[src/dcaip_pkg.sv]
// package: constants, types and helpers for the command/address input port
package dcaip_pkg;

   // ------------------------------------------------------------------
   // widths and organisation
   // ------------------------------------------------------------------
   localparam int         ADDR_W         = 14;
   localparam int         BANK_W         = 2;
   localparam int         NBANK          = 4;
   localparam int         COL_W          = 11;
   localparam int         DQ_W           = 16;
   localparam int         PAGE_W         = 12;
   localparam logic [1:0] ORG_X4         = 2'h0;
   localparam logic [1:0] ORG_X8         = 2'h1;
   localparam logic [1:0] ORG_X16        = 2'h2;
   localparam int         COL_BITS_X4    = 11;
   localparam int         COL_BITS_STD   = 10;
   localparam int         IO_X4          = 4;
   localparam int         IO_X8          = 8;
   localparam int         IO_X16         = 16;
   localparam int         BITS_PER_BYTE  = 8;
   localparam int         ROW_TOP_X16    = 12;
   localparam int         AP_BIT         = 10;
   localparam int         COL_HI_BIT     = 11;

   // ------------------------------------------------------------------
   // mode register selection and termination field
   // ------------------------------------------------------------------
   localparam logic [1:0] MR_BANK        = 2'h0;
   localparam logic [1:0] EXT_MR_BANK    = 2'h1;
   localparam int         RTT_BIT_LO     = 2;
   localparam int         RTT_BIT_HI     = 6;

   // ------------------------------------------------------------------
   // reset values and the all-banks precharge mask
   // ------------------------------------------------------------------
   localparam logic [1:0] ORG_RST        = ORG_X4;
   localparam logic       ODT_OFF_RST    = 1'b1;
   localparam logic [3:0] OPEN_RST       = 4'h0;
   localparam logic [3:0] BANKS_ALL      = 4'hF;

   typedef enum logic [3:0] {
      CMD_DESEL, CMD_NOP, CMD_ACT, CMD_RD, CMD_WR,
      CMD_PRE, CMD_REF, CMD_MRS, CMD_RSVD
   } dcaip_cmd_t;

   typedef enum logic [2:0] {
      PWR_AWAKE, PWR_ACT_PD, PWR_PRE_PD, PWR_SELF_REF, PWR_SR_EXIT
   } dcaip_pwr_t;

   typedef struct packed {
      logic              cs_n;
      logic              ras_n;
      logic              cas_n;
      logic              we_n;
      logic [BANK_W-1:0] bank;
      logic [ADDR_W-1:0] addr;
   } dcaip_pins_t;

   localparam dcaip_pins_t PINS_DESEL = '{cs_n: 1'b1, ras_n: 1'b1, cas_n: 1'b1,
                                          we_n: 1'b1, bank: 2'h0, addr: 14'h0};

   typedef struct packed {
      dcaip_cmd_t        cmd;
      logic [BANK_W-1:0] bank;
      logic [ADDR_W-1:0] row;
      logic [COL_W-1:0]  col;
      logic              auto_pre;
      logic              pre_all;
   } dcaip_req_t;

   typedef struct packed {
      logic int_clk;
      logic out_drv;
      logic clk_rx;
      logic cke_rx;
      logic term_rx;
      logic cmd_rx;
   } dcaip_buf_t;

   function automatic int col_bits(input logic [1:0] org);
      return (org == ORG_X4) ? COL_BITS_X4 : COL_BITS_STD;
   endfunction

   function automatic int io_width(input logic [1:0] org);
      return (org == ORG_X16) ? IO_X16 : ((org == ORG_X8) ? IO_X8 : IO_X4);
   endfunction

   function automatic logic [PAGE_W-1:0] page_bytes(input logic [1:0] org);
      int b;
      b = (1 << col_bits(org)) * io_width(org) / BITS_PER_BYTE;
      return b[PAGE_W-1:0];
   endfunction

endpackage

[src/dcaip_cmd_dec.sv]
// command decoder and organisation-dependent address split
`timescale 1ns/1ps
module dcaip_cmd_dec (
   // captured pins
   input  dcaip_pkg::dcaip_pins_t pins,
   input  wire logic [1:0]        org,
   // decoded request
   output dcaip_pkg::dcaip_req_t  req
);

   // ------------------------------------------------------------------
   // command code
   // ------------------------------------------------------------------
   function automatic dcaip_pkg::dcaip_cmd_t code_of(input logic [2:0] rcw);
      case (rcw)
         3'h7:    return dcaip_pkg::CMD_NOP;
         3'h3:    return dcaip_pkg::CMD_ACT;
         3'h5:    return dcaip_pkg::CMD_RD;
         3'h4:    return dcaip_pkg::CMD_WR;
         3'h2:    return dcaip_pkg::CMD_PRE;
         3'h1:    return dcaip_pkg::CMD_REF;
         3'h0:    return dcaip_pkg::CMD_MRS;
         default: return dcaip_pkg::CMD_RSVD;
      endcase
   endfunction

   wire logic [2:0]             rcw     = {pins.ras_n, pins.cas_n, pins.we_n};
   wire dcaip_pkg::dcaip_cmd_t  cmd     = pins.cs_n ? dcaip_pkg::CMD_DESEL
                                                    : code_of(rcw);
   wire logic                   is_x16  = (org == dcaip_pkg::ORG_X16);
   wire logic                   is_x4   = (org == dcaip_pkg::ORG_X4);
   wire logic                   is_rdwr = (cmd == dcaip_pkg::CMD_RD) || (cmd == dcaip_pkg::CMD_WR);
   wire logic                   ap      = pins.addr[dcaip_pkg::AP_BIT];

   // ------------------------------------------------------------------
   // address map
   // ------------------------------------------------------------------
   assign req.cmd      = cmd;
   assign req.bank     = pins.bank;
   assign req.row      = is_x16 ? {1'b0, pins.addr[dcaip_pkg::ROW_TOP_X16:0]}
                                : pins.addr;
   assign req.col      = is_x4 ? {pins.addr[dcaip_pkg::COL_HI_BIT], pins.addr[9:0]}
                               : {1'b0, pins.addr[9:0]};
   assign req.auto_pre = is_rdwr && ap;
   assign req.pre_all  = (cmd == dcaip_pkg::CMD_PRE) && ap;

endmodule

[src/dcaip_pwr_fsm.sv]
// clock-enable power state machine and receiver/driver enables
`timescale 1ns/1ps
module dcaip_pwr_fsm (
   // clock and reset
   input  wire logic            ref_clk,
   input  wire logic            resetn,
   // clock enable and current command
   input  wire logic            cke_in,
   input  dcaip_pkg::dcaip_cmd_t cmd,
   input  wire logic            any_open,
   // state
   output dcaip_pkg::dcaip_pwr_t state_r,
   output dcaip_pkg::dcaip_buf_t buf_r,
   output logic                 cke_r,
   output logic                 accept
);

   dcaip_pkg::dcaip_pwr_t state_nxt;
   dcaip_pkg::dcaip_buf_t buf_nxt;

   wire logic awake    = (state_r == dcaip_pkg::PWR_AWAKE);
   wire logic cke_fall = awake && cke_r && !cke_in;

   // commands only while clock enable stays high across the edge
   assign accept = awake && cke_r && cke_in;

   always_comb begin
      state_nxt = state_r;
      case (state_r)
         dcaip_pkg::PWR_AWAKE: begin
            if (cke_fall) begin
               if (cmd == dcaip_pkg::CMD_REF) begin
                  state_nxt = dcaip_pkg::PWR_SELF_REF;
               end else if (any_open) begin
                  state_nxt = dcaip_pkg::PWR_ACT_PD;
               end else begin
                  state_nxt = dcaip_pkg::PWR_PRE_PD;
               end
            end
         end
         dcaip_pkg::PWR_ACT_PD,
         dcaip_pkg::PWR_PRE_PD: begin
            if (cke_in) begin
               state_nxt = dcaip_pkg::PWR_AWAKE;
            end
         end
         dcaip_pkg::PWR_SELF_REF: begin
            if (cke_in) begin
               state_nxt = dcaip_pkg::PWR_SR_EXIT;
            end
         end
         dcaip_pkg::PWR_SR_EXIT: begin
            state_nxt = dcaip_pkg::PWR_AWAKE;
         end
         default: state_nxt = dcaip_pkg::PWR_PRE_PD;
      endcase
   end

   // enables follow the next state so they line up with state_r
   always_comb begin
      buf_nxt = '0;
      case (state_nxt)
         dcaip_pkg::PWR_AWAKE,
         dcaip_pkg::PWR_SR_EXIT: buf_nxt = '1;
         dcaip_pkg::PWR_ACT_PD,
         dcaip_pkg::PWR_PRE_PD: begin
            buf_nxt.clk_rx  = 1'b1;
            buf_nxt.term_rx = 1'b1;
            buf_nxt.cke_rx  = 1'b1;
         end
         dcaip_pkg::PWR_SELF_REF: buf_nxt.cke_rx = 1'b1;
         default: buf_nxt = '0;
      endcase
   end

   // power-up: clock enable assumed low, all banks idle
   always_ff @(posedge ref_clk or negedge resetn) begin
      if (!resetn) begin
         state_r <= dcaip_pkg::PWR_PRE_PD;
         buf_r   <= '{clk_rx: 1'b1, term_rx: 1'b1, cke_rx: 1'b1, default: 1'b0};
         cke_r   <= 1'b0;
      end else begin
         state_r <= state_nxt;
         buf_r   <= buf_nxt;
         cke_r   <= cke_in;
      end
   end

endmodule

[src/dcaip_port.sv]
// command/address input port of a four-bank double-data-rate-two memory
`timescale 1ns/1ps
module dcaip_port (
   // clock and reset
   input  wire logic                            ref_clk,
   input  wire logic                            resetn,
   // organisation strap, caught after reset
   input  wire logic [1:0]                      org_sel,
   // command and address pins
   input  wire logic                            cke_in,
   input  wire logic                            cs_n_in,
   input  wire logic                            ras_n_in,
   input  wire logic                            cas_n_in,
   input  wire logic                            we_n_in,
   input  wire logic [dcaip_pkg::BANK_W-1:0]    bank_in,
   input  wire logic [dcaip_pkg::ADDR_W-1:0]    addr_in,
   input  wire logic                            term_ctrl_in,
   // read data from the core, two beats per clock
   input  wire logic                            rd_valid_in,
   input  wire logic [dcaip_pkg::DQ_W-1:0]      rd_rise_in,
   input  wire logic [dcaip_pkg::DQ_W-1:0]      rd_fall_in,
   // decoded request to the core
   output dcaip_pkg::dcaip_req_t                req_r,
   output logic                                 req_valid_r,
   output logic                                 ext_config_load_r,
   output logic [dcaip_pkg::NBANK-1:0]          open_banks_r,
   // power state and enables
   output dcaip_pkg::dcaip_pwr_t                pwr_state_r,
   output dcaip_pkg::dcaip_buf_t                buf_en_r,
   // termination
   output logic                                 term_en_r,
   output logic                                 term_read_strobe_pin_r,
   output logic                                 term_upper_r,
   // organisation facts
   output logic [1:0]                           org_r,
   output logic [dcaip_pkg::PAGE_W-1:0]         page_bytes_r,
   // read data drivers
   output logic [dcaip_pkg::DQ_W-1:0]           dq_rise_r,
   output logic [dcaip_pkg::DQ_W-1:0]           dq_fall_r,
   output logic                                 dq_oe_n_r
);

   // ------------------------------------------------------------------
   // declarations
   // ------------------------------------------------------------------
   dcaip_pkg::dcaip_req_t          req;
   dcaip_pkg::dcaip_pins_t         pins_raw;
   dcaip_pkg::dcaip_pins_t         pins_cur;
   logic                           accept;
   logic                           cke_r;
   logic                           strap_done_r;
   logic                           odt_off_r;
   logic                           odt_off_nxt;
   logic [dcaip_pkg::NBANK-1:0]    open_nxt;
   logic [dcaip_pkg::NBANK-1:0]    bank_hot;
   logic [dcaip_pkg::NBANK-1:0]    act_set;
   logic [dcaip_pkg::NBANK-1:0]    pre_clr;
   logic                           take;
   logic                           ext_load;
   logic                           drive;
   logic                           term_nxt;

   // ------------------------------------------------------------------
   // pin capture
   // ------------------------------------------------------------------
   assign pins_raw = '{cs_n: cs_n_in, ras_n: ras_n_in, cas_n: cas_n_in,
                       we_n: we_n_in, bank: bank_in, addr: addr_in};

   // a switched-off receiver looks like a deselected bus
   assign pins_cur = buf_en_r.cmd_rx ? pins_raw : dcaip_pkg::PINS_DESEL;

   dcaip_cmd_dec u_dec (
      .pins (pins_cur),
      .org  (org_r),
      .req  (req)
   );

   dcaip_pwr_fsm u_pwr (
      .ref_clk  (ref_clk),
      .resetn   (resetn),
      .cke_in   (cke_in),
      .cmd      (req.cmd),
      .any_open (|open_banks_r),
      .state_r  (pwr_state_r),
      .buf_r    (buf_en_r),
      .cke_r    (cke_r),
      .accept   (accept)
   );

   // ------------------------------------------------------------------
   // command acceptance and bank tracking
   // ------------------------------------------------------------------
   assign take     = accept && (req.cmd != dcaip_pkg::CMD_DESEL)
                            && (req.cmd != dcaip_pkg::CMD_NOP);
   assign bank_hot = dcaip_pkg::NBANK'(1) << req.bank;
   assign act_set  = (take && req.cmd == dcaip_pkg::CMD_ACT) ? bank_hot : '0;
   // auto-precharge closes the bank as the access is taken; core times it
   assign pre_clr  = (take && req.pre_all) ? dcaip_pkg::BANKS_ALL :
                     (take && req.cmd == dcaip_pkg::CMD_PRE) ? bank_hot :
                     (take && req.auto_pre) ? bank_hot : '0;
   assign open_nxt = (open_banks_r & ~pre_clr) | act_set;

   // ------------------------------------------------------------------
   // extended configuration and termination
   // ------------------------------------------------------------------
   assign ext_load    = take && (req.cmd == dcaip_pkg::CMD_MRS)
                             && (req.bank == dcaip_pkg::EXT_MR_BANK);
   assign odt_off_nxt = ext_load ? !(pins_cur.addr[dcaip_pkg::RTT_BIT_LO] ||
                                     pins_cur.addr[dcaip_pkg::RTT_BIT_HI])
                                 : odt_off_r;
   assign term_nxt    = buf_en_r.term_rx && term_ctrl_in && !odt_off_r;

   // ------------------------------------------------------------------
   // read data path
   // ------------------------------------------------------------------
   // drivers only open while clock enable keeps them powered
   assign drive = buf_en_r.out_drv && rd_valid_in;

   // ------------------------------------------------------------------
   // registers
   // ------------------------------------------------------------------
   always_ff @(posedge ref_clk or negedge resetn) begin
      if (!resetn) begin
         req_r             <= '0;
         req_valid_r       <= 1'b0;
         ext_config_load_r <= 1'b0;
         open_banks_r      <= dcaip_pkg::OPEN_RST;
      end else begin
         req_r             <= req;
         req_valid_r       <= take;
         ext_config_load_r <= ext_load;
         open_banks_r      <= open_nxt;
      end
   end

   always_ff @(posedge ref_clk or negedge resetn) begin
      if (!resetn) begin
         odt_off_r    <= dcaip_pkg::ODT_OFF_RST;
         term_en_r    <= 1'b0;
         term_read_strobe_pin_r  <= 1'b0;
         term_upper_r <= 1'b0;
      end else begin
         odt_off_r    <= odt_off_nxt;
         term_en_r    <= term_nxt;
         term_read_strobe_pin_r  <= term_nxt && (org_r == dcaip_pkg::ORG_X8);
         term_upper_r <= term_nxt && (org_r == dcaip_pkg::ORG_X16);
      end
   end

   // strap is caught once, on the first edge after reset release
   always_ff @(posedge ref_clk or negedge resetn) begin
      if (!resetn) begin
         strap_done_r <= 1'b0;
         org_r        <= dcaip_pkg::ORG_RST;
         page_bytes_r <= '0;
      end else begin
         strap_done_r <= 1'b1;
         if (!strap_done_r) begin
            org_r <= org_sel;
         end
         page_bytes_r <= dcaip_pkg::page_bytes(org_r);
      end
   end

   always_ff @(posedge ref_clk or negedge resetn) begin
      if (!resetn) begin
         dq_rise_r <= '0;
         dq_fall_r <= '0;
         dq_oe_n_r <= 1'b1;
      end else begin
         dq_oe_n_r <= !drive;
         if (drive) begin
            dq_rise_r <= rd_rise_in;
            dq_fall_r <= rd_fall_in;
         end
      end
   end
endmodule

[config.mk]
export PLATFORM = sky130hd
export DESIGN_NAME = dcaip_port
export DESIGN_NICKNAME = d
export VERILOG_FILES = /design/src/dcaip_pkg.sv /design/src/dcaip_cmd_dec.sv /design/src/dcaip_pwr_fsm.sv /design/src/dcaip_port.sv
export SDC_FILE = /design/constraint.sdc
export NUM_CORES = 1
export LEC_CHECK = 0
export BUFFER_PORTS_ARGS = -buffer_cell sky130_fd_sc_hd__buf_2
export CORE_MARGIN = 3
export CORE_UTILIZATION = 49
export DETAILED_ROUTE_END_ITERATION = 8
export PLACE_DENSITY = 0.85
export SETUP_SLACK_MARGIN = 0.02
export SYNTH_ARGS = -nofsm -noshare
export SYNTH_HDL_FRONTEND = slang
export SYNTH_SLANG_ARGS = --single-unit
[constraint.sdc]
create_clock -name ref_clk -period 4.5 [get_ports ref_clk]
set_input_delay 0 -clock ref_clk [delete_from_list [all_inputs] [get_ports ref_clk]]
set_output_delay 0 -clock ref_clk [all_outputs]
set_load 0.05 [all_outputs]
==> impl_summary.md, run 1 <==
Global routing
For this run the aggregate overflow at the end of global routing stands at 0. The via count of the first global-routing pass was 2640. Global routing used 23.9% of the available tracks across all layers. The largest net degree at the start of global routing is 80. The first global-routing pass estimated 13.4 mm of wire. The initial antenna violation count is 0.

Detailed routing
For this block, the initial DRC count from the detailed router was 68. The average via count per standard cell is 4.86. In the routed design, unresolved DRC markers number 0. In the final routed layout, each cell accounts on average for 16.7 um. Detailed routing inserted a total of 2485 vias. The routed wire length is 8.56 mm.

The total iterations of the first detailed-routing run is 4. The count of nets left with antenna violations once routing finished came out at 0.

Final layout
The net total in the final layout is 490. The number of diodes added for antenna fixing is 0. Of the cells placed in the final design, the portion with a size suffix greater than 1 is 47.5%. The area growth from synthesis to layout is 47.9%.

Synthesis
The number of register bits inferred by synthesis is 79. In this run the cell area of the synthesized design comes to 3120 um^2. The dominant synthesized flop cell is sky130_fd_sc_hd__dfrtp_1. After technology mapping, the gate count stands at 233.

After synthesis, the mean cell area works out to 13.4 um^2. In the synthesized netlist the async set-or-reset flop fraction comes to 100%. The post-synthesis cell type count is 36. The number of enable flip-flop cells after synthesis is 0.

For this run, the register share of the synthesized area comes to 63.6%. The count of warnings emitted by yosys is 0.

Hold path
The tightest min-delay check is of the in -> reg type.

Timing
The max-slew violation count came to 0. In the finished design, the share of the clock period the worst path needs comes to 42.7%. Setup repair after global routing left no endpoint under its margin.

The worst path meets setup with 2.58 ns of slack. The remaining max-slew budget at the tightest pin is 36.2%. The worst-case clock skew is 0.00786 ns.

The final-report hold violation count is 0. At the pin with the least slew margin, the transition time is 0.957 ns. Timing would allow up to 520 MHz.

The setup TNS is 0 ns. For the finished layout, the period the worst path requires is 1.92 ns. Setup violations remaining at the end of the flow were counted as 0.

CTS
The H-tree depth is 3. After clock tree synthesis, the clock-pin slew on the worst setup and hold paths is 0.08 ns. The TritonCTS sink count is 79.

Counting along the longest clock path gives a buffer depth of 2. The number of CTS-inserted buffers is 9. TritonCTS built the clock tree. Clock tree synthesis selected as its root buffer the cell sky130_fd_sc_hd__clkbuf_8. The source-to-sink clock delay at the later pin of the worst-skew pair is 0.34 ns. Once the clock tree was built, the resizer swapped 0 gates to a different size.

Placed design
After legalization and detailed placement, the total HPWL measured 5.23 mm. Timing analysis after detailed placement gives a worst setup slack of 2.69 ns. The routability congestion estimate from global placement is 0.787.

In this run the tool buffered the top-level ports with 147 buffer cells.

Job
The max-cap violation count is 0.

Floorplanning
The die width is 85.8 um. The number of top-level pins is 157. The initial core utilization is 51.7%.

The floorplan has 28 rows. The area of the die is 7350 um^2. The area inside the core boundary is 6030 um^2.

The vertical extent of the die is 85.8 um.

Power and ir drop
VDD sags by at most 0.277 mV. The total power consumption of the routed design is 2.05 mW. The power density relative to cell area is 445 nW/um^2. For this design the static power due to leakage is 2.35 nW.

Worst setup path
The path type of the worst setup path is reg -> reg. The top fanout value on the critical path is 25. The critical path arrival is 2.20 ns. The type of element launching the critical path is a flip-flop. STA classifies the critical path endpoint as a flip-flop. The worst endpoint required time is 4.78 ns.

Outcome
The flow ran to the end, and the final reports show no timing, DRC or antenna violations.
## cell usage in the layout (no fill, tap or decap), types with 2 or more instances in the layout
master and instances:
sky130_fd_sc_hd__nand2_1 10, sky130_fd_sc_hd__clkbuf_8 11, sky130_fd_sc_hd__mux2_2 34, sky130_fd_sc_hd__dlygate4sd3_1 58, sky130_fd_sc_hd__nand3_1 6, sky130_fd_sc_hd__dfrtp_1 74, sky130_fd_sc_hd__o21a_1 2, sky130_fd_sc_hd__nor3b_1 3
sky130_fd_sc_hd__buf_4 2, sky130_fd_sc_hd__nor3_1 2, sky130_fd_sc_hd__dfstp_2 5, sky130_fd_sc_hd__bufinv_16 2, sky130_fd_sc_hd__inv_1 7, sky130_fd_sc_hd__and3_1 2, sky130_fd_sc_hd__o211ai_1 6, sky130_fd_sc_hd__nor2b_1 3
sky130_fd_sc_hd__and2_1 14, sky130_fd_sc_hd__nor2_1 11, sky130_fd_sc_hd__o211a_1 2, sky130_fd_sc_hd__nand2b_1 3, sky130_fd_sc_hd__conb_1 11, sky130_fd_sc_hd__a21oi_1 4, sky130_fd_sc_hd__buf_2 146
## worst paths after layout
path | from | end | slack, ns | cells after the start
worst max-delay path | u_pwr.buf_r[0]$_DFF_PN0_ | req_r[32]$_DFF_PN0_ | 2.58 | 3
worst min-delay path | cas_n_in | req_r[31]$_DFF_PN0_ | 0.06 | 3
worst max register to register | u_pwr.buf_r[0]$_DFF_PN0_ | req_r[32]$_DFF_PN0_ | 2.58 | 3
worst min register to register | dq_rise_r[6]$_DFFE_PN0P_ | dq_rise_r[6]$_DFFE_PN0P_ | 0.51 | 1
max in group asynchronous | resetn | open_banks_r[2]$_DFF_PN0_ | 3.50 | 2
min in group asynchronous | resetn | dq_fall_r[9]$_DFFE_PN0P_ | 0.39 | 2
## layer usage
| layer | vias to the layer above | global-route usage [%] | part of all wire (%) |
|---|---|---|---|
| met2 | 126 | 42.8 | 52 |
| met1 | 1197 | 28.0 | 39 |
| met3 | 13 | 5.96 | 7.2 |
| met4 | 0 | 8.35 | 1.8 |
| li1 | 1149 | - | - |
| met5 | - | 0 | 0 |
## Yosys cell counts, types with 2 or more instances
master	instances	share of area, %
sky130_fd_sc_hd__buf_2	5	0.80
sky130_fd_sc_hd__dfrtp_1	74	59
sky130_fd_sc_hd__dfstp_2	5	4.2
sky130_fd_sc_hd__conb_1	2	0.24
sky130_fd_sc_hd__nand3_1	6	0.96
sky130_fd_sc_hd__nor2_1	11	1.3
sky130_fd_sc_hd__o211ai_1	6	1.4
sky130_fd_sc_hd__inv_1	7	0.84
sky130_fd_sc_hd__nor3_1	2	0.32
sky130_fd_sc_hd__nand2b_1	3	0.60
sky130_fd_sc_hd__o211a_1	2	0.64
sky130_fd_sc_hd__nor3b_1	3	0.72
sky130_fd_sc_hd__a21oi_1	4	0.64
sky130_fd_sc_hd__nor2b_1	3	0.60
sky130_fd_sc_hd__buf_4	22	5.3
sky130_fd_sc_hd__and3_1	2	0.40
sky130_fd_sc_hd__nand2_1	10	1.2
sky130_fd_sc_hd__and2_1	14	2.8
sky130_fd_sc_hd__o21a_1	2	0.48
sky130_fd_sc_hd__mux2_2	34	12
## cells by family (layout without fill, tap and decap cells)
kind of cell / after synthesis / in the layout / synth area share [%]
DFF: 79 / 79 / 63.6
and+or+nand+nor: 62 / 62 / 11.1
muxes: 35 / 35 / 12.6
buffers and inverters: 35 / 229 / 7.07
AOI/OAI and AO/OA: 19 / 19 / 5.02
other: 2 / 11 / 0.241
xor gates and xnor gates: 1 / 1 / 0.281
## sequential cells by signal (all words and copies together) (netlist names)
| register | flops |
|---|---|
| odt_off_r | 1 |
| open_banks_r | 4 |
| dq_oe_n_r | 1 |
| strap_done_r | 1 |
| ext_config_load_r | 1 |
| term_read_strobe_pin_r | 1 |
| page_bytes_r | 3 |
| dq_rise_r | 16 |
| u_pwr.buf_r | 3 |
| term_upper_r | 1 |
| u_pwr.cke_r | 1 |
| dq_fall_r | 16 |
| req_r | 23 |
| org_r | 2 |
| term_en_r | 1 |
| req_valid_r | 1 |
| u_pwr.state_r | 3 |
## layout make-up
type / count / area (um^2)
clock buffers: 12 / 155
fillers: 357 / 1420
flip-flops and latches: 79 / 1980
repair buffers: 206 / 1330
well taps: 75 / 93.8
multi-input cells: 128 / 947
clock inverters: 4 / 76.3
inverters: 7 / 26.3
## per-stage QoR
stage	hold slack [ns]	cell area (um^2)	utilization (%)	instances
2_1_floorplan	-0.296	3150	-	242
4_1_cts	0.0355	4610	76.5	511
5_1_grt	0.0822	4610	76.5	511
3_3_place_gp	0.144	3800	63.0	437
3_5_place_dp	0.150	3800	63.0	437
6_report	0.0603	4610	76.5	511
## power breakdown
group | switching, mW | total (mW) | internal (mW)
Sequential | 0.0462 | 0.833 | 0.787
Clock | 0.253 | 0.598 | 0.345
Combinational | 0.447 | 0.619 | 0.172
## worst max-delay path, stage by stage, from the launching register on
cell and delay (ns):
sky130_fd_sc_hd__dfrtp_1 0.75, sky130_fd_sc_hd__nand2b_1 0.30, sky130_fd_sc_hd__nor3_1 0.24, sky130_fd_sc_hd__dlygate4sd3_1 0.57
## repair_timing
item	CTS	global route
hold endpoints to repair	133	0
buffers inserted	0	0
hold buffers	58	0
No activity file was read; power rests on OpenSTA's default activity.
==> inputs of run 2 (changes only) <==
--- a/config.mk
+++ b/config.mk
@@ -7,9 +7,9 @@
 export LEC_CHECK = 0
 export BUFFER_PORTS_ARGS = -buffer_cell sky130_fd_sc_hd__buf_2
 export CORE_MARGIN = 3
-export CORE_UTILIZATION = 49
+export CORE_UTILIZATION = 45
 export DETAILED_ROUTE_END_ITERATION = 8
-export PLACE_DENSITY = 0.85
+export PLACE_DENSITY = 0.79
 export SETUP_SLACK_MARGIN = 0.02
 export SYNTH_ARGS = -nofsm -noshare
 export SYNTH_HDL_FRONTEND = slang
==> constraint.sdc (replaced) <==
create_clock -name ref_clk -period 2 [get_ports ref_clk]
set_input_delay 0 -clock ref_clk [delete_from_list [all_inputs] [get_ports ref_clk]]
set_output_delay 0 -clock ref_clk [all_outputs]
set_load 0.05 [all_outputs]
==> run 2 against run 1 <==
Compared with the run above: wire length rose by 1.8%; fmax rose by 15%; combinational power rose by 130%; cell area rose by 0.16%; sequential power rose by 120%; hold slack got worse by 0.028 ns; clock power rose by 110%.
==> impl_summary.md, run 2 (same netlist as run 1, synthesis figures left out) <==
Worst setup path
The most critical setup path has its startpoint at u_pwr.state_r[0]$_DFF_PN0_. The top fanout value on the critical path is 7. In this run the register-to-register setup slack is 0.33 ns. For the worst setup path, the data required time is 2.26 ns. The critical path arrival is 1.92 ns. The worst register-to-register path begins at u_pwr.state_r[0]$_DFF_PN0_.

The worst setup path is captured at a flip-flop. The path type of the worst setup path is reg -> reg. The type of element launching the critical path is a flip-flop. The termination of the worst setup path is odt_off_r$_DFFE_PN1P_. Measured in cells, the most critical reg-to-reg path has a length of 4. In this run the critical register-to-register path is captured at odt_off_r$_DFFE_PN1P_.

Final layout
Compared with the post-synthesis result, the final layout area differs by 48.1%. The largest registers in the layout are req_r (23), dq_fall_r (16), dq_rise_r (16). The library cells used most frequently in the layout, excluding fill and tap cells, are sky130_fd_sc_hd__buf_2, sky130_fd_sc_hd__dfrtp_1, sky130_fd_sc_hd__dlygate4sd3_1. The register bank with the most flops is req_r. The library cell used most frequently in the layout, excluding fill and tap cells, is sky130_fd_sc_hd__buf_2. The share of final-layout standard cells stronger than drive strength 1 is 48.1%. The register with the most flip-flops in the layout has 23 of them.

The final layout contains 492 nets.

Global routing
The initial antenna violation count is 1. Global routing finished with a remaining overflow of 0. The first global-routing pass estimated 12.8 mm of wire. Entering global routing, the biggest net connects 42 pins. Global routing consumed, over all layers together, 21.7% of the routing resources. The via count of the first global-routing pass is 2572.

Timing
The worst pin sits at a relative slew slack of 65.4%. Setup repair after global routing left no endpoint under its margin. The maximum operating frequency is 600 MHz. The total of endpoints with negative setup slack in the final report is 0.

The post-route fraction of the period consumed by the critical path is 83.3%. The transition time of the tightest slew-check pin is 0.519 ns. The max-slew violation count is 0. The minimum period implied by the final worst setup slack is 1.67 ns. For the final database, setup skew stands at 0.00580 ns. The final-report hold violation count was 0.

The setup TNS is 0 ns. The minimum hold slack is 0.0321 ns.

Floorplanning
For this configuration, the core starts out at a cell density of 47.7%. The die width is 89.2 um. The die covers 7960 um^2.

The vertical extent of the die is 89.2 um. The core region is 6530 um^2. The number of top-level pins is 157. The initialized floorplan defines 29 standard-cell rows.

Placed design
The routability congestion estimate from global placement is 0.823. Detailed placement finished with a half-perimeter wire length of 5.61 mm. The count of port buffers added during placement is 147.

Power and ir drop
For this design the static power due to leakage is 2.36 nW. In this run the power density over the cells is 982 nW/um^2. The maximum resistive drop on vdd is 0.436 mV.

CTS
The buffer cell driving the clock tree root is sky130_fd_sc_hd__clkbuf_8. In this run, CTS created clock tree buffers numbering 9. After clock tree synthesis, the clock-pin slew on the worst setup and hold paths is 0.07 ns.

Buffers added to address setup during post-CTS repair amount to 0. The source-to-sink clock delay at the later pin of the worst-skew pair is 0.33 ns. The H-tree depth is 3.

Counting every sink on the clock net gives 79. The CTS tree is done. The post-cts hold buffer count is 56. The clock passes through at most 2 buffers.

The post-CTS resize count is 0.

Detailed routing
In the routed design, unresolved DRC markers number 0. The first detailed-routing pass ran for 4 iterations. The routed via count is 2464. In the routed layout, each cell is associated on average with a via count of 4.78. For this block, the routed nets add up to 8.71 mm of wire. In this run the remaining antenna-violating nets after routing total 0. The initial detailed-routing violation count is 81. The routed wire length per instance is 16.9 um.

Job
The tool flagged a number of max-cap violations equal to 0.

Hold path
The worst hold path belongs to the class in -> reg.

Outcome
The flow ran to the end, and the final reports show no timing, DRC or antenna violations.
[run 2: worst max-delay path, cell delays in order (launching register included)]
cell and delay, ns:
sky130_fd_sc_hd__dfrtp_1 0.44, sky130_fd_sc_hd__or3b_4 0.43, sky130_fd_sc_hd__nor2_1 0.16, sky130_fd_sc_hd__and4_1 0.23
sky130_fd_sc_hd__mux2_1 0.32
[run 2: area by class of cell]
cell class,instances,area [um^2]
Antenna cell,1,2.50
Clock buffer,11,141
Clock inverter,4,70.1
Fill cell,458,1920
Inverter,7,26.3
Multi-Input combinational cell,128,947
Sequential cell,79,1980
Tap cell,77,96.3
Timing Repair Buffer,208,1350
[run 2: how the worst min path moves through the flow]
stage | start | to | slack (ns) | depth (start not counted)
after floorplan | resetn | dq_fall_r[0]$_DFFE_PN0P_ | -0.30 | 0
after global placement | resetn | dq_rise_r[1]$_DFFE_PN0P_ | 0.006 | 1
after detailed placement | resetn | dq_rise_r[1]$_DFFE_PN0P_ | 0.01 | 1
after CTS | cs_n_in | req_r[31]$_DFF_PN0_ | 0.008 | 3
after global routing | cs_n_in | req_r[31]$_DFF_PN0_ | 0.02 | 3
final | rd_valid_in | dq_oe_n_r$_DFF_PN1_ | 0.03 | 3
[run 2: report_power, final]
part	total, mW	switching, mW	internal [mW]	leakage [nW]
Combinational	1.41	1.01	0.395	1.31
Sequential	1.87	0.0976	1.77	0.945
Clock	1.26	0.529	0.727	0.109
[run 2: metrics by stage]
step	instance area (um^2)	power, mW	cells	setup WS (ns)	utilization (%)
after floorplan	3150	2.87	242	0.209	-
after global placement	3840	3.18	443	0.413	58.8
after detailed placement	3840	3.20	443	0.359	58.8
after CTS	4610	4.54	514	0.331	70.6
after global routing	4610	4.74	514	0.205	70.6
final	4620	4.53	515	0.335	70.7
[run 2: per-layer routing]
layer	global-route usage, %	vias to the layer above	part of all wire, %
met2	39.7	116	53
met4	9.47	2	2.0
met5	0	-	0.16
met1	23.5	1174	37
li1	-	1155	-
met3	5.53	17	7.9
==> inputs of run 3 (changes only) <==
--- a/config.mk
+++ b/config.mk
@@ -7,9 +7,9 @@
 export LEC_CHECK = 0
 export BUFFER_PORTS_ARGS = -buffer_cell sky130_fd_sc_hd__buf_2
 export CORE_MARGIN = 3
-export CORE_UTILIZATION = 45
+export CORE_UTILIZATION = 41
 export DETAILED_ROUTE_END_ITERATION = 8
-export PLACE_DENSITY = 0.79
+export PLACE_DENSITY = 0.76
 export SETUP_SLACK_MARGIN = 0.02
 export SYNTH_ARGS = -nofsm -noshare
 export SYNTH_HDL_FRONTEND = slang
==> constraint.sdc (replaced) <==
create_clock -name ref_clk -period 1.4 [get_ports ref_clk]
set_input_delay 0 -clock ref_clk [delete_from_list [all_inputs] [get_ports ref_clk]]
set_output_delay 0 -clock ref_clk [all_outputs]
set_load 0.05 [all_outputs]
==> run 3 against run 2 <==
Compared with the run above: the flow now finishes with violations (negative setup slack); cell area increased by 5.8%; fmax is 11% higher; first-iteration DRC count is 38% lower; total power increased by 42%; clock skew grew 0.0056 ns; hold slack improved by 0.019 ns; via count is 5.0% higher; wire length shrank 2.3%; sequential cell count stayed put; final cell count increased by 8.3%; largest power group unchanged.
==> impl_summary.md, run 3 (same netlist as run 1, synthesis figures left out) <==
Placed design
The placement-stage worst setup slack is -0.120 ns. The routability congestion estimate from global placement is 0.862. Counting tap cells, the placed design contains a total of 480 instances. Port buffering added 147 buffers. Once detailed placement completed, the half-perimeter wirelength came to 5.72 mm.

Power and ir drop
The switching power as a share of total power is 37.8%. The cell-internal power is 3.99 mW. The worst-case IR drop observed on VDD is 0.512 mV. The portion of total power attributed to the clock network is 26.0%. In this run the power spent charging and discharging nets is 2.43 mW.

The design draws 6.42 mW. Combinational cells account for 32.5% of the total power. The power share of the sequential group is 41.4%. The power density relative to cell area is 1320 nW/um^2. In this run the static leakage power is 2.47 nW.

Worst setup path
The path type of the worst setup path is reg -> reg. Grouping stages by cell kind, the critical path spends the most delay in compound AO/OA/AOI/OAI gates. On the worst path, the slowest cell contributes a delay of 0.40 ns. The standard cell with the maximum stage delay on the critical path is sky130_fd_sc_hd__dfrtp_2. Together, buffers and inverters on the worst path number 0. Walking the worst path, the cells encountered are or3b_4 -> o21a_1 -> a311oi_4 -> nor2_1. The worst endpoint required time is 1.61 ns.

The critical path arrival is 1.71 ns. The worst setup path is captured at a flip-flop. The top fanout value on the critical path is 3. STA classifies the critical path startpoint as a flip-flop.

Floorplanning
The initial core utilization is 42.5%. The number of top-level pins is 157. In this run the core area contains 31 standard-cell rows. The floorplan step defined a core boundary enclosing 7330 um^2. The vertical extent of the die is 93.2 um. The die width is 93.2 um.

The area of the die is 8680 um^2.

Final layout
The net total in the final layout is 513. The flip-flop count of the largest register after layout is 23. The most frequent standard cell in the layout excluding fill and tap cells is sky130_fd_sc_hd__buf_2. In the final layout, the share of cells above drive strength 1 is 52.9%. The largest registers in the layout are req_r (23), dq_fall_r (16), dq_rise_r (16). The top cell types in the final layout, fill and taps aside, are sky130_fd_sc_hd__buf_2, sky130_fd_sc_hd__dfrtp_1, sky130_fd_sc_hd__dlygate4sd3_1. The register bank with the most flops is req_r. 0 antenna diodes ended up in the layout. The filler-free cell count of the finished design is 558. The area growth from synthesis to layout is 56.7%.

Timing
Setup repair after global routing could not meet its margin everywhere. Timing would allow up to 666 MHz. For the finished layout, the period the worst path requires is 1.50 ns. The max-slew violation count is 0. Of the available clock period, the critical path in the final layout requires 107%. The minimum hold slack is 0.0509 ns.

The transition time of the tightest slew-check pin is 0.552 ns. The final-report hold violation count was 0. Once routing completed, OpenROAD measured the worst setup slack at -0.101 ns. On the final layout, the worst clock skew is 0.0114 ns.

Headroom to the max-slew limit came out at 62.9%. The total of endpoints with negative setup slack in the final report is 8.

CTS
TritonCTS built the clock tree. At the later pin of the worst-skew pair, clock insertion delay measures 0.34 ns. The deepest clock path buffer count is 2.

In this run the number of H-tree levels came out at 3. The clock-pin slew of the registers on the worst-case setup and hold paths is 0.08 ns. The number of CTS-inserted buffers is 9.

The tree is rooted in a sky130_fd_sc_hd__clkbuf_8. Clock tree synthesis found a total of 79 sinks.

Global routing
In the global route stage, overall resource usage came out at 20.1%. The initial antenna violation count is 0. The wire length of the first global-routing pass is 13.3 mm.

Entering global routing, the biggest net connects 38 pins. The via count of the first global-routing pass is 2682. Summed over all layers, the global routing overflow is 0.

Outcome
The final reports fail on negative setup slack. The flow ran to the end, but the final reports show violations.

Detailed routing
The count of nets left with antenna violations once routing finished came out at 0. The total iterations of the first detailed-routing run is 4. For this run, design rule violations remaining after detail routing come to 0. After the first detailed-routing iteration, the DRC count stood at 50. The routed via count is 2586. Dividing the detail-routed wire length by the instance count gives 15.2 um. The routed wire length is 8.51 mm. In the routed layout, each cell is associated on average with a via count of 4.63.

Job
The max-cap violation count is 0.

Hold path
The path class of the lowest-slack min-delay path is in -> reg.
[run 3: metal layers]
metal  vias to the layer above  global-route usage, %  share of wire, %
met5                         -                      0                 0
met4                         0                   8.18               2.1
met3                        12                   4.67               7.1
met2                       115                   35.2                51
met1                      1262                   23.7                40
li1                       1197                      -                 -
[run 3: final cells by class]
| cell class | instances | area (um^2) |
|---|---|---|
| clock buffer | 10 | 128 |
| clock inverter | 6 | 70.1 |
| inverter | 7 | 26.3 |
| tap | 99 | 124 |
| multi-input combinational | 128 | 996 |
| sequential | 79 | 1990 |
| fill | 544 | 2450 |
| timing repair buffer | 229 | 1550 |
[run 3: path summary, 6_finish.rpt]
check | startpoint | end | slack (ns) | cells after the start
hold / removal | cas_n_in | req_r[31]$_DFF_PN0_ | 0.05 | 3
setup / recovery | u_pwr.state_r[0]$_DFF_PN0_ | u_pwr.buf_r[0]$_DFF_PN0_ | -0.10 | 4
hold reg to reg | dq_rise_r[10]$_DFFE_PN0P_ | dq_rise_r[10]$_DFFE_PN0P_ | 0.51 | 1
setup reg to reg | u_pwr.state_r[0]$_DFF_PN0_ | u_pwr.buf_r[0]$_DFF_PN0_ | -0.10 | 4
max in group asynchronous | resetn | dq_oe_n_r$_DFF_PN1_ | 0.64 | 3
min in group asynchronous | resetn | u_pwr.state_r[0]$_DFF_PN0_ | 0.15 | 2
[run 3: worst min-delay path: stages]
cell and delay (ns):
sky130_fd_sc_hd__buf_2 0.11, sky130_fd_sc_hd__a21oi_1 0.06, sky130_fd_sc_hd__o21a_1 0.17
[run 3: through the flow]
stage	instance area [um^2]	TNS (ns)	util, %
global placement	4050	-0.247	55.2
finish	4880	-0.583	66.6
global route	4880	-1.00	66.6
detailed placement	4050	-0.569	55.2
floorplan	3200	-0.746	-
CTS	4860	-0.482	66.3
[run 3: power by group through the flow]
stage / Clock [mW] / Combinational [mW] / Sequential (mW)
2_1_floorplan: 0 / 0.564 / 3.56
3_3_place_gp: 0 / 1.91 / 2.68
3_5_place_dp: 0 / 1.94 / 2.70
4_1_cts: 1.72 / 2.07 / 2.65
5_1_grt: 1.83 / 2.19 / 2.69
6_report: 1.67 / 2.09 / 2.66
[run 3: repair_timing]
action	CTS	global route
pin swaps	2	1
buffers inserted	1	2
resized for setup	4	2
setup endpoints to repair	8	15
hold buffers	59	0
endpoints found under the hold margin	95	0
